### src/rtl/psmc_pkg.sv
// Package of constants and types for the pin state mode controller
// ********************************************************************
// ********************************************************************
package psmc_pkg;

  // ******************************************************************
  // Widths, reset values and the BOOT_SINGLE boot mode value
  // ******************************************************************
  localparam int ADDR_W      = 22;
  localparam int ADDR_LO_W   = 18;
  localparam int DATA_W      = 32;
  localparam int STROBE_W    = 3;
  localparam int PORT_W      = 16;
  localparam int BOOT_W      = 2;
  localparam logic [BOOT_W-1:0] BOOT_RESET  = 2'h0;
  localparam logic [BOOT_W-1:0] BOOT_SINGLE = 2'h3;
  localparam logic              HI_PORT_RESET = 1'h1;

  // ******************************************************************
  // Chip modes, Gray coded in the order listed
  // ******************************************************************
  typedef enum logic [2:0] {
    MS_POR       = 3'h0,
    MS_NORMAL    = 3'h1,
    MS_BUS_REL   = 3'h3,
    MS_STBY_BREL = 3'h2,
    MS_STANDBY   = 3'h6,
    MS_SLEEP     = 3'h7,
    MS_MANUAL    = 3'h5
  } psmc_mode_e;

  // Per-group pad action
  typedef enum logic [2:0] {
    ACT_FOLLOW = 3'h0,
    ACT_HIZ    = 3'h1,
    ACT_HIGH   = 3'h2,
    ACT_LOW    = 3'h3,
    ACT_KEEP   = 3'h4
  } psmc_act_e;

  // Core side bus values
  typedef struct packed {
    logic [ADDR_W-1:0]   addr;
    logic [DATA_W-1:0]   data;
    logic                data_oe;
    logic [STROBE_W-1:0] strobe_n;
  } psmc_bus_s;

endpackage

### src/rtl/psmc_pin_cell.sv
// Registered pad driver for one pin group
`timescale 1ns/1ps
module psmc_pin_cell #(
  parameter int W = 1
) (
  input  wire logic                clk_in,
  input  wire logic                reset_n_in,
  input  wire psmc_pkg::psmc_act_e act_in,
  input  wire logic                keep_float_in,
  input  wire logic [W-1:0]        core_out_in,
  input  wire logic [W-1:0]        core_oe_in,
  output logic      [W-1:0]        pad_out,
  output logic      [W-1:0]        pad_oe_n_out
);
  logic [W-1:0] out_reg;
  logic [W-1:0] out_next;
  logic [W-1:0] oe_n_reg;
  logic [W-1:0] oe_n_next;

  // ******************************************************************
  // Next pad state
  // ******************************************************************
  always_comb begin
    out_next  = out_reg;
    oe_n_next = oe_n_reg;
    case (act_in)
      psmc_pkg::ACT_FOLLOW: begin
        out_next  = core_out_in;
        oe_n_next = ~core_oe_in;
      end
      psmc_pkg::ACT_HIZ: begin
        oe_n_next = {W{1'b1}};
      end
      psmc_pkg::ACT_HIGH: begin
        out_next  = {W{1'b1}};
        oe_n_next = {W{1'b0}};
      end
      psmc_pkg::ACT_LOW: begin
        out_next  = {W{1'b0}};
        oe_n_next = {W{1'b0}};
      end
      psmc_pkg::ACT_KEEP: begin
        out_next  = out_reg;
        oe_n_next = oe_n_reg | {W{keep_float_in}};
      end
      default: begin
        oe_n_next = {W{1'b1}};
      end
    endcase
  end

  always_ff @(posedge clk_in or negedge reset_n_in) begin
    if (!reset_n_in) begin
      out_reg  <= {W{1'b0}};
      oe_n_reg <= {W{1'b1}};
    end else begin
      out_reg  <= out_next;
      oe_n_reg <= oe_n_next;
    end
  end

  assign pad_out      = out_reg;
  assign pad_oe_n_out = oe_n_reg;
endmodule

### src/rtl/psmc_top.sv
// Pin state mode controller: chip mode tracking and pad state selection
`timescale 1ns/1ps
module psmc_top #(
  parameter int PORT_W = psmc_pkg::PORT_W
) (
  input  wire logic                              clk_in,
  input  wire logic                              reset_n_in,
  input  wire logic                              system_init_pin_n_in,
  input  wire logic                              manual_reset_n_in,
  input  wire logic                              standby_req_in,
  input  wire logic                              sleep_req_in,
  input  wire logic                              wake_in,
  input  wire logic                              bus_request_in,
  input  wire logic                              standby_hiz_in,
  input  wire logic [psmc_pkg::BOOT_W-1:0]       boot_mode_in,
  input  wire logic                              addr_hi_sel_in,
  input  wire psmc_pkg::psmc_bus_s               core_bus_in,
  input  wire logic [PORT_W-1:0]                 port_out_in,
  input  wire logic [PORT_W-1:0]                 port_oe_in,
  output psmc_pkg::psmc_mode_e                   mode_out,
  output logic                                   addr_hi_port_out,
  output logic [psmc_pkg::ADDR_W-1:0]            addr_out,
  output logic [psmc_pkg::ADDR_W-1:0]            addr_oe_n_out,
  output logic [psmc_pkg::DATA_W-1:0]            data_out,
  output logic [psmc_pkg::DATA_W-1:0]            data_oe_n_out,
  output logic [psmc_pkg::STROBE_W-1:0]          strobe_n_out,
  output logic [psmc_pkg::STROBE_W-1:0]          strobe_oe_n_out,
  output logic                                   bus_ack_n_out,
  output logic                                   bus_ack_oe_n_out,
  output logic [PORT_W-1:0]                      port_out,
  output logic [PORT_W-1:0]                      port_oe_n_out
);
  localparam int HI_W = psmc_pkg::ADDR_W - psmc_pkg::ADDR_LO_W;

  psmc_pkg::psmc_mode_e          mode_reg;
  psmc_pkg::psmc_mode_e          mode_next;
  logic [psmc_pkg::BOOT_W-1:0]   boot_reg;
  logic [psmc_pkg::BOOT_W-1:0]   boot_next;
  logic                          hi_port_reg;
  logic                          hi_port_next;
  logic                          ext_bus;
  psmc_pkg::psmc_act_e           act_addr_lo;
  psmc_pkg::psmc_act_e           act_addr_hi;
  psmc_pkg::psmc_act_e           act_data;
  psmc_pkg::psmc_act_e           act_strobe;
  psmc_pkg::psmc_act_e           act_ack;
  psmc_pkg::psmc_act_e           act_port;
  logic                          keep_float;

  // ******************************************************************
  // Mode tracking
  // ******************************************************************
  always_comb begin
    mode_next    = mode_reg;
    boot_next    = boot_reg;
    hi_port_next = hi_port_reg;
    if (!system_init_pin_n_in) begin
      mode_next    = psmc_pkg::MS_POR;
      boot_next    = boot_mode_in;
      hi_port_next = psmc_pkg::HI_PORT_RESET;
    end else if (!manual_reset_n_in) begin
      mode_next = psmc_pkg::MS_MANUAL;
    end else begin
      if (addr_hi_sel_in) begin
        hi_port_next = 1'b0;
      end
      case (mode_reg)
        psmc_pkg::MS_POR, psmc_pkg::MS_MANUAL: begin
          mode_next = psmc_pkg::MS_NORMAL;
        end
        psmc_pkg::MS_NORMAL: begin
          if (standby_req_in) begin
            mode_next = psmc_pkg::MS_STANDBY;
          end else if (bus_request_in) begin
            mode_next = psmc_pkg::MS_BUS_REL;
          end else if (sleep_req_in) begin
            mode_next = psmc_pkg::MS_SLEEP;
          end
        end
        psmc_pkg::MS_SLEEP: begin
          if (bus_request_in) begin
            mode_next = psmc_pkg::MS_BUS_REL;
          end else if (!sleep_req_in || wake_in) begin
            mode_next = psmc_pkg::MS_NORMAL;
          end
        end
        psmc_pkg::MS_BUS_REL: begin
          if (standby_req_in) begin
            mode_next = psmc_pkg::MS_STBY_BREL;
          end else if (!bus_request_in) begin
            mode_next = psmc_pkg::MS_NORMAL;
          end
        end
        psmc_pkg::MS_STANDBY: begin
          if (wake_in) begin
            mode_next = psmc_pkg::MS_NORMAL;
          end
        end
        psmc_pkg::MS_STBY_BREL: begin
          if (wake_in) begin
            mode_next = bus_request_in ? psmc_pkg::MS_BUS_REL : psmc_pkg::MS_NORMAL;
          end
        end
        default: begin
          mode_next = psmc_pkg::MS_POR;
        end
      endcase
    end
  end

  always_ff @(posedge clk_in or negedge reset_n_in) begin
    if (!reset_n_in) begin
      mode_reg    <= psmc_pkg::MS_POR;
      boot_reg    <= psmc_pkg::BOOT_RESET;
      hi_port_reg <= psmc_pkg::HI_PORT_RESET;
    end else begin
      mode_reg    <= mode_next;
      boot_reg    <= boot_next;
      hi_port_reg <= hi_port_next;
    end
  end

  // ******************************************************************
  // Pad action per group
  // ******************************************************************
  always_comb begin
    ext_bus     = (boot_reg != psmc_pkg::BOOT_SINGLE);
    keep_float  = standby_hiz_in;
    act_addr_lo = psmc_pkg::ACT_HIZ;
    act_addr_hi = psmc_pkg::ACT_HIZ;
    act_data    = psmc_pkg::ACT_HIZ;
    act_strobe  = psmc_pkg::ACT_HIZ;
    act_ack     = psmc_pkg::ACT_HIZ;
    act_port    = psmc_pkg::ACT_HIZ;
    case (mode_reg)
      psmc_pkg::MS_POR: begin
        act_addr_lo = ext_bus ? psmc_pkg::ACT_FOLLOW : psmc_pkg::ACT_HIZ;
        act_strobe  = ext_bus ? psmc_pkg::ACT_HIGH : psmc_pkg::ACT_HIZ;
        act_addr_hi = psmc_pkg::ACT_HIZ;
        act_port    = psmc_pkg::ACT_HIZ;
      end
      psmc_pkg::MS_NORMAL, psmc_pkg::MS_MANUAL, psmc_pkg::MS_SLEEP: begin
        act_addr_lo = psmc_pkg::ACT_FOLLOW;
        act_addr_hi = hi_port_reg ? psmc_pkg::ACT_HIZ : psmc_pkg::ACT_FOLLOW;
        act_data    = psmc_pkg::ACT_FOLLOW;
        act_strobe  = psmc_pkg::ACT_FOLLOW;
        act_ack     = psmc_pkg::ACT_HIGH;
        act_port    = (mode_reg == psmc_pkg::MS_SLEEP) ? psmc_pkg::ACT_KEEP
                                                       : psmc_pkg::ACT_FOLLOW;
        keep_float  = 1'b0;
      end
      psmc_pkg::MS_BUS_REL: begin
        act_ack  = psmc_pkg::ACT_LOW;
        act_port = psmc_pkg::ACT_FOLLOW;
      end
      psmc_pkg::MS_STANDBY: begin
        act_port = psmc_pkg::ACT_KEEP;
      end
      psmc_pkg::MS_STBY_BREL: begin
        act_ack  = psmc_pkg::ACT_LOW;
        act_port = psmc_pkg::ACT_KEEP;
      end
      default: begin
        act_port = psmc_pkg::ACT_HIZ;
      end
    endcase
  end

  // ******************************************************************
  // Pad groups
  // ******************************************************************
  psmc_pin_cell #(.W(psmc_pkg::ADDR_LO_W)) u_addr_lo (
    .clk_in        (clk_in),
    .reset_n_in    (reset_n_in),
    .act_in        (act_addr_lo),
    .keep_float_in (1'b0),
    .core_out_in   (core_bus_in.addr[psmc_pkg::ADDR_LO_W-1:0]),
    .core_oe_in    ({psmc_pkg::ADDR_LO_W{1'b1}}),
    .pad_out       (addr_out[psmc_pkg::ADDR_LO_W-1:0]),
    .pad_oe_n_out  (addr_oe_n_out[psmc_pkg::ADDR_LO_W-1:0])
  );

  psmc_pin_cell #(.W(HI_W)) u_addr_hi (
    .clk_in        (clk_in),
    .reset_n_in    (reset_n_in),
    .act_in        (act_addr_hi),
    .keep_float_in (1'b0),
    .core_out_in   (core_bus_in.addr[psmc_pkg::ADDR_W-1:psmc_pkg::ADDR_LO_W]),
    .core_oe_in    ({HI_W{1'b1}}),
    .pad_out       (addr_out[psmc_pkg::ADDR_W-1:psmc_pkg::ADDR_LO_W]),
    .pad_oe_n_out  (addr_oe_n_out[psmc_pkg::ADDR_W-1:psmc_pkg::ADDR_LO_W])
  );

  psmc_pin_cell #(.W(psmc_pkg::DATA_W)) u_data (
    .clk_in        (clk_in),
    .reset_n_in    (reset_n_in),
    .act_in        (act_data),
    .keep_float_in (1'b0),
    .core_out_in   (core_bus_in.data),
    .core_oe_in    ({psmc_pkg::DATA_W{core_bus_in.data_oe}}),
    .pad_out       (data_out),
    .pad_oe_n_out  (data_oe_n_out)
  );

  psmc_pin_cell #(.W(psmc_pkg::STROBE_W)) u_strobe (
    .clk_in        (clk_in),
    .reset_n_in    (reset_n_in),
    .act_in        (act_strobe),
    .keep_float_in (1'b0),
    .core_out_in   (core_bus_in.strobe_n),
    .core_oe_in    ({psmc_pkg::STROBE_W{1'b1}}),
    .pad_out       (strobe_n_out),
    .pad_oe_n_out  (strobe_oe_n_out)
  );

  psmc_pin_cell #(.W(1)) u_ack (
    .clk_in        (clk_in),
    .reset_n_in    (reset_n_in),
    .act_in        (act_ack),
    .keep_float_in (1'b0),
    .core_out_in   (1'b1),
    .core_oe_in    (1'b1),
    .pad_out       (bus_ack_n_out),
    .pad_oe_n_out  (bus_ack_oe_n_out)
  );

  psmc_pin_cell #(.W(PORT_W)) u_port (
    .clk_in        (clk_in),
    .reset_n_in    (reset_n_in),
    .act_in        (act_port),
    .keep_float_in (keep_float),
    .core_out_in   (port_out_in),
    .core_oe_in    (port_oe_in),
    .pad_out       (port_out),
    .pad_oe_n_out  (port_oe_n_out)
  );

  assign mode_out         = mode_reg;
  assign addr_hi_port_out = hi_port_reg;
endmodule

### config.mk
export PLATFORM = sky130hd
export DESIGN_NAME = psmc_top
export DESIGN_NICKNAME = d
export VERILOG_FILES = /design/src/rtl/psmc_pkg.sv /design/src/rtl/psmc_pin_cell.sv /design/src/rtl/psmc_top.sv
export SDC_FILE = /design/constraint.sdc
export NUM_CORES = 1
export LEC_CHECK = 0
export BUFFER_PORTS_ARGS = -buffer_cell sky130_fd_sc_hd__buf_2
export CAP_MARGIN = 20
export CORE_UTILIZATION = 50
export CTS_CLUSTER_DIAMETER = 30
export DETAILED_ROUTE_END_ITERATION = 6
export PLACE_DENSITY = 0.79
export SKIP_LAST_GASP = 1
export SLEW_MARGIN = 20
export SYNTH_ARGS = -nofsm -noshare
export SYNTH_HDL_FRONTEND = slang
export SYNTH_HIERARCHICAL = 1
export SYNTH_SLANG_ARGS = --single-unit
export TNS_END_PERCENT = 10
### constraint.sdc
create_clock -name clk_in -period 2.9 [get_ports clk_in]
set_input_delay 0.145 -clock clk_in [delete_from_list [all_inputs] [get_ports clk_in]]
set_output_delay 0.145 -clock clk_in [all_outputs]
set_load 0.05 [all_outputs]
# Word level (Yosys, flattened, before mapping)
# Index checks and enable logic that the tools add are counted.
[word_totals]
inputBits = 102
elab_cells = 117
ff_bits = 154
output_inout_bits = 152
[classes]
n_reduce_logical = 28
mux = 39
bitwise = 3
n_eq_ne = 32
[op_table]
columns = ["op", "n"]
rows = [
  ["$pmux W32 S3", 2],
  ["$pmux W16 S3", 2],
  ["$pmux W18 S3", 1],
  ["$mux W3", 12],
  ["$pmux W18 S2", 1],
  ["$not A32 Y32", 1],
  ["$logic_not A3 Y1", 7],
  ["$pmux W3 S3", 2],
  ["$pmux W3 S6", 1],
  ["$not A16 Y16", 1],
  ["$or A16 B16 Y16", 1],
  ["$reduce_bool A3 Y1", 5],
  ["$reduce_or A3 Y1", 5],
  ["$eq A1 B2 Y1 const B", 6],
  ["$eq A3 B2 Y1 const B", 4],
  ["$eq A3 B3 Y1 const B", 4],
  ["$pmux W4 S3", 1],
  ["$reduce_or A2 Y1", 6],
  ["$ne A5 B5 Y1 const B", 2],
  ["$eq A1 B3 Y1 const B", 3],
  ["$eq A2 B2 Y1 const B", 4],
  ["$mux W1", 8],
  ["$ne A4 B4 Y1 const B", 2],
  ["$pmux W2 S2", 2],
  ["other kinds (14)", 19],
]

# Longest topological paths before layout
# Gate-level depths: netlist of the first run.
[logic_depth]
ltp_word = 7
ltp_mapped = 8
ltp_nobuf = 6

# Hierarchy
# Netlist of the first run, hierarchy kept.
[modules_own_cells]
columns = ["module", "n_inst", "cells_each", "seq_area_each_um2", "area_each_um2"]
rows = [
  ["psmc_pin_cell (u_data)", 1, 258, 1641.6, 2683.8],
  ["psmc_pin_cell (u_addr_lo)", 1, 145, 923.4, 1521.5],
  ["psmc_pin_cell (u_port)", 1, 131, 820.8, 1370.1],
  ["psmc_top", 1, 46, 151.4, 436.7],
  ["psmc_pin_cell (u_addr_hi)", 1, 33, 205.2, 351.6],
  ["psmc_pin_cell (u_strobe)", 1, 28, 153.9, 285.3],
  ["psmc_pin_cell (u_ack)", 1, 9, 51.3, 102.6],
]

# Worst setup path before layout of the first run
# Ideal clock, no wire load.
[synth_timing]
kind = "flip-flop to flip-flop"
startpoint = "reg mode_reg[2], in the netlist mode_out[2]"
endpoint = "reg u_addr_lo.oe_n_reg[5], in the netlist u_addr_lo/pad_oe_n_out[5]"
t_required_ps = 2839
setup_time_ps = 61
synth_period_minus_slack_ps = 2465
stages_incl_launch_ff = 7
path_buffers = 1
arrival_ps = 2405
path_slack_ps = 435
path_cell_list = "dfrtp_1 -> a21oi_1 -> o21ai_0 -> clkinv_1 -> clkbuf_1 -> a21oi_1 -> o22a_1"
[synth_between]
elab_chain_len = 6
elab_cells_between_ends = 12
classes_between = "6 x eq/ne; 2 x mux; 4 x reduce/logical"
[synth_rtl]
columns = ["element", "line", "source"]
rows = [
  ["start: declaration", "psmc_top.sv:35", "psmc_pkg::psmc_mode_e mode_reg;"],
  ["start signal: assignment", "psmc_top.sv:113", "mode_reg <= psmc_pkg::MS_POR;"],
  ["start signal: assignment", "psmc_top.sv:117", "mode_reg <= mode_next;"],
  ["$eq A3 B3 Y1 / $eq A3 B1 Y1 (equally long branches)", "psmc_top.sv:135", "case (mode_reg)"],
  ["$reduce_or A3 Y1", "psmc_top.sv:135", ""],
  ["$pmux W1 S2 (*)", "psmc_top.sv:135", ""],
  ["named net act_addr_lo[0]", "psmc_top.sv:42", "psmc_pkg::psmc_act_e act_addr_lo;"],
  ["$eq A1 B2 Y1 / $logic_not A3 Y1 (equally long branches)", "psmc_pin_cell.sv:26", "case (act_in)"],
  ["$reduce_or A3 Y1 (no line)", "n/a", ""],
  ["$pmux W18 S2 (*)", "psmc_pin_cell.sv:26", ""],
  ["named net u_addr_lo.oe_n_next[5]", "psmc_pin_cell.sv:18", "logic [W-1:0] oe_n_next;"],
  ["end signal: assignment", "psmc_pin_cell.sv:55", "oe_n_reg <= {W{1'b1}};"],
  ["end signal: assignment", "psmc_pin_cell.sv:58", "oe_n_reg <= oe_n_next;"],
  ["end: declaration", "psmc_pin_cell.sv:17", "logic [W-1:0] oe_n_reg;"],
]
# Mark *: on every way through the listed nets, which the timed path passes. The rest lies on a longest branch.
# A chain may end at the register's enable or synchronous reset.

# Worst setup path after layout of the first run
[layout_timing]
startpoint = "reg mode_reg[2], in the netlist mode_out[2]"
endpoint = "reg u_data.out_reg[8], in the netlist u_data/pad_out[8]"
[layout_between]
elab_chain_len = 5
elab_cells_between_ends = 10
classes_between = "5 x eq/ne; 2 x mux; 3 x reduce/logical"
[layout_rtl]
columns = ["element", "line", "source"]
rows = [
  ["$eq A3 B3 Y1 / $eq A3 B1 Y1 (equally long branches)", "psmc_top.sv:135", ""],
  ["$reduce_or A3 Y1 (*)", "psmc_top.sv:135", ""],
  ["$mux W1 (*)", "psmc_top.sv:135", ""],
  ["named net act_data[0]", "psmc_top.sv:44", "psmc_pkg::psmc_act_e act_data;"],
  ["$eq A1 B2 Y1 / $logic_not A3 Y1 (equally long branches)", "psmc_pin_cell.sv:26", ""],
  ["$pmux W32 S3 / $reduce_bool A3 Y1 (equally long branches)", "n/a", ""],
  ["end signal: assignment", "psmc_pin_cell.sv:54", "out_reg <= {W{1'b0}};"],
  ["end signal: assignment", "psmc_pin_cell.sv:57", "out_reg <= out_next;"],
  ["end: declaration", "psmc_pin_cell.sv:15", "logic [W-1:0] out_reg;"],
]
# Marked as above.

==> impl_metrics.ini, run 1 <==
[floorplan]
die_area_sq_um = 14000
core_sq_um = 13200
std_cell_rows = 42
die_h_um = 118
floorplan.initialDensity = 0.512
ios = 254
dieWidth_um = 118

[routing]
remaining_drc_errors = 0
vias_per_cell = 5.27
wl_mm = 17.5
drt-initial-drc-count = 365
detail-route-antenna-nets = 0
drt_first_pass_iters = 4
vias = 6096
wl_per_cell_um = 15.1

[logic_synthesis]
synth-seq-cells = 154
syn_inst = 650
synthFlopType = dfrtp_1
synth_edf_count = 0
yosysWarningCount = 6
yosys.area.top_type = dfrtp_1
synth_cell_types = 45
seq_area_frac_synth = 0.585
syn_avg_cell_area_sq_um = 10.4
yosysTopAreaCellShare = 0.293
synthesis.area_sq_um = 6750
synthArstFlopShare = 1.00
synthTopCellsByArea = dfrtp_1 (29%), dfstp_2 (29%), nor3_1 (10%), o22a_1 (9.0%), a21oi_1 (5.5%)

[finish]
final_cell_mix = buf_2 (252), nor3_1 (139), nor2_1 (86)
drive_gt1_frac = 0.386
stdcell_count = 1157
layout_commonest_cell = buf_2
area_growth_pct = 36.0
nNetsFinal = 1070
antenna_cells = 0

[grt]
grt_pass1_vias = 5875
track_usage = 0.258
grt_max_degree = 71
overflow = 0
grt_pass1_wl_mm = 29.0
antenna_found_initial = 1

[clock_network]
cts_buffers = 17
htreeDepth = 4
cts_tree = done
clk_pin_slew_ns = 0.06
insertion_delay_ns = 0.42
clockBufferDepth = 2
cts_root_buffer = clkbuf_16
ctsHoldBuffers = 33
cts_resized = 0
cts_sinks = 154
postCtsSetupBuffers = 0

[pwr]
peakVddDrop_v = 0.000590
p_per_area_nw_per_um2 = 789
p_leak_uw = 0.00410

[sta]
tns_ns = 0
drv_slew = 0
max-slew-margin-rel = 0.227
hold_viol = 0
rsz0062_at_grt = false
skew_ns = 0.00622
worst_slew_pin_slew_ns = 1.16
period_minus_slack_ns = 2.26
whs_ns = 0.00930
fin_crit_sh = 0.779
finalSetupViolations = 0
max_freq_mhz = 443

[placement]
dp_hpwl_mm = 11.1
io_buffers = 253
routabilityCongestion = 0.791
dp.cells = 1092

[worst_setup_path]
critPathArrivalTime_ns = 2.59
r2r_slack_ns = 0.64
required_ns = 3.23
path_max_fanout = 33
critPathLaunchType = flip-flop
worstPathCellList = nand2b_1 -> nand2_1 -> or2_1 -> nor3_1 -> nor3_1
path_common_cell = nor3_1
slowest_stage = or2_1
end_kind = flip-flop
worstSetupPathType = reg -> reg
slowest_delay_ns = 0.91

[run]
drv_cap = 0

[hold_path]
worstHoldPathType = in -> reg

[status]
run_status = finished clean
[area by class of cell]
cell class                      count  area, sq um
Inverter                            6         22.5
Tap cell                          176          220
Clock buffer                       21          460
Sequential cell                   154         3950
Clock inverter                     11          146
Multi-Input combinational cell    495         2710
Fill cell                        1021         4010
Timing Repair Buffer              294         1680
[logic make-up (layout without fill, tap and decap cells)]
group	Yosys count	count (layout)	share of synthesized area
compound gates	161	161	0.167
flops	154	154	0.585
simple gates	266	266	0.192
mux	3	3	0.00482
buf+inv	63	332	0.0487
xor+xnor	1	1	0.00130
other cells	2	64	0.00111
[metal layers]
metal,vias up,share of wire,global-route usage
li1,2910,-,-
met1,2884,0.42,0.339
met2,252,0.47,0.396
met3,48,0.071,0.0690
met4,2,0.036,0.129
met5,-,0.00092,0
[synthesized netlist by cell type (all sizes together), types with 2 or more instances]
| cell type | n |
|---|---|
| nand2b | 3 |
| inv | 5 |
| a21oi | 74 |
| nor4 | 5 |
| mux2 | 2 |
| o21ai | 3 |
| or3b | 4 |
| nand2 | 11 |
| nor2b | 5 |
| dfstp | 75 |
| conb | 2 |
| or2 | 4 |
| o22a | 69 |
| buf | 21 |
| nor2 | 87 |
| nor3 | 139 |
| dfrtp | 79 |
| clkbuf | 36 |
| a221oi | 5 |
| and2 | 3 |
[where the power goes]
part           switching [uW]  internal (uW)
logic                    1730            559
clock network             857           1400
registers                 165           2530
[metrics by stage]
step | cell area [sq um] | setup WS (ns) | utilization | power [uW]
4_1_cts | 9190 | 0.625 | 0.696 | 7280
6_report | 9190 | 0.640 | 0.696 | 7240
2_1_floorplan | 6980 | 0.435 | - | 4420
3_5_place_dp | 8250 | 0.660 | 0.625 | 4960
3_3_place_gp | 8250 | 0.751 | 0.625 | 4930
5_1_grt | 9190 | 0.472 | 0.696 | 7550
[final timing paths]
kind,cells past startpoint,to,from
setup / recovery,5,u_data/pad_out[8],mode_out[2]
hold / removal,3,u_strobe/pad_out[2],core_bus_in[2]
setup reg to reg,5,u_data/pad_out[8],mode_out[2]
hold reg to reg,1,boot_reg[0],boot_reg[0]
max in group asynchronous,3,u_data/pad_oe_n_out[11],reset_n_in
min in group asynchronous,2,u_addr_lo/pad_out[3],reset_n_in
[worst max-delay path, delay by kind of cell (launching register included)]
family        cells  cell delay (ns)
simple gates      5             1.70
flops             1             0.46
(Power assumes the default switching activity.)
==> run 2, diff against run 1 <==
--- a/config.mk
+++ b/config.mk
@@ -7,10 +7,10 @@
 export LEC_CHECK = 0
 export BUFFER_PORTS_ARGS = -buffer_cell sky130_fd_sc_hd__buf_2
 export CAP_MARGIN = 20
-export CORE_UTILIZATION = 50
+export CORE_UTILIZATION = 45
 export CTS_CLUSTER_DIAMETER = 30
 export DETAILED_ROUTE_END_ITERATION = 6
-export PLACE_DENSITY = 0.79
+export PLACE_DENSITY = 0.75
 export SKIP_LAST_GASP = 1
 export SLEW_MARGIN = 20
 export SYNTH_ARGS = -nofsm -noshare
==> constraint.sdc (replaced) <==
create_clock -name clk_in -period 1.9 [get_ports clk_in]
set_input_delay 0.095 -clock clk_in [delete_from_list [all_inputs] [get_ports clk_in]]
set_output_delay 0.095 -clock clk_in [all_outputs]
set_load 0.05 [all_outputs]
==> impl_metrics.ini, run 2 (synthesized netlist as in run 1, its figures left out) <==
[sta]
tns_ns = 0
rsz0062_at_grt = true
max_freq_mhz = 549
finalSetupViolations = 0
worst_slew_pin_slew_ns = 1.15
skew_ns = 0.0109
max-slew-margin-rel = 0.232
drv_slew = 0
whs_ns = 0.0120
hold_viol = 0
period_minus_slack_ns = 1.82
fin_crit_sh = 0.958

[finish]
ff_latch_area_sq_um = 3950
layout_commonest_cell = buf_2
final_cell_mix = buf_2 (252), nor3_1 (139), dlygate4sd3_1 (90)
post-route-util = 0.682
multiInputGateArea_sq_um = 2720
area_growth_pct = 47.5
antenna_cells = 0
drive_gt1_frac = 0.378
nNetsFinal = 1138
fillers = 1062

[placement]
dp_hpwl_mm = 12.0
routabilityCongestion = 0.837
io_buffers = 253

[clock_network]
clk_pin_slew_ns = 0.06
insertion_delay_ns = 0.42
htreeDepth = 4
postCtsSetupBuffers = 0
clockBufferDepth = 2
cts_tree = done
cts_buffers = 17
cts_sinks = 154
cts_root_buffer = clkbuf_16

[routing]
remaining_drc_errors = 0
wl_mm = 20.1
drt-initial-drc-count = 359
drt_first_pass_iters = 5
vias_per_cell = 5.32
vias = 6562
wl_per_cell_um = 16.3
detail-route-antenna-nets = 0

[worst_setup_path]
required_ns = 2.24
worstSetupPathType = reg -> reg
critPathArrivalTime_ns = 2.16
end_kind = flip-flop
path_max_fanout = 16
r2r_slack_ns = 0.08
critPathLaunchType = flip-flop
rr_worst_depth = 5

[grt]
grt_max_degree = 65
grt_pass1_wl_mm = 32.9
grt_pass1_vias = 6530
track_usage = 0.263
antenna_found_initial = 1
overflow = 0

[hold_path]
hold_depth = 3
worstHoldPathType = in -> reg

[floorplan]
dieWidth_um = 124
floorplan.initialDensity = 0.463
ios = 254
core_sq_um = 14600
die_area_sq_um = 15500
die_h_um = 124
std_cell_rows = 44

[pwr]
p_per_area_nw_per_um2 = 1160
p_leak_uw = 0.00443
peakVddDrop_v = 0.000598

[run]
drv_cap = 0

[status]
run_status = finished clean
[run 2: cell count changes in the layout (fill, tap and decap cells not counted), sizes merged, moves of 2 or more]
cell and change:
buf +11, bufinv +2, clkinv -4, clkinvlp +2, dlygate4sd3 +57
[run 2: through the flow]
step / power, uW / instance area, sq um / worst slack, ns / cells
6_report: 11500 / 9960 / 0.0790 / 1233
2_1_floorplan: 6750 / 6990 / -0.150 / 712
4_1_cts: 11500 / 9940 / 0.0131 / 1233
3_5_place_dp: 7640 / 8400 / 0.0310 / 1111
3_3_place_gp: 7590 / 8400 / 0.0395 / 1111
5_1_grt: 12000 / 9960 / -0.0574 / 1233
[run 2: final cells by class]
cell class	instances	share of cell area
clock inverters	12	0.0197
inverters	6	0.00264
repair buffers	362	0.239
multi-input cells	495	0.273
clock buffers	20	0.0449
well taps	184	0.0231
flip-flops and latches	154	0.397
[run 2: per-layer routing]
layer | GRT usage | vias to the layer above | wire, um | share of wire
met5 | 0 | - | 8 | 0.00040
met4 | 0.108 | 2 | 532 | 0.026
met3 | 0.0546 | 43 | 1290 | 0.064
met2 | 0.435 | 323 | 9920 | 0.49
met1 | 0.335 | 3150 | 8380 | 0.42
li1 | - | 3044 | - | -
[run 2: report_power, final]
group	switching (uW)	internal [uW]
clock network	1340	2360
registers	283	3870
logic	2700	975
[run 2: worst paths after layout]
kind / start / end
max in group asynchronous: reset_n_in / u_addr_lo/pad_oe_n_out[9]
worst max-delay path: mode_out[1] / u_port/pad_oe_n_out[13]
worst max register to register: mode_out[1] / u_port/pad_oe_n_out[13]
worst min-delay path: core_bus_in[0] / u_strobe/pad_out[0]
worst min register to register: u_addr_hi/pad_out[2] / u_addr_hi/pad_out[2]
min in group asynchronous: reset_n_in / u_addr_hi/pad_out[0]
[run 2: critical path, cell delays in order, from the launching register on]
cell and delay [ns]:
dfrtp_2 0.39, nand2b_1 0.14, nand2_1 0.12, and2_1 0.17
or3b_1 0.61, o22a_1 0.31
[run 2: timing repair]
| item | 4_1_cts | 5_1_grt |
|---|---|---|
| hold endpoints to repair | 187 | 0 |
| hold buffers | 90 | 0 |
| setup endpoints to repair | 0 | 51 |
| resized for setup | 0 | 5 |
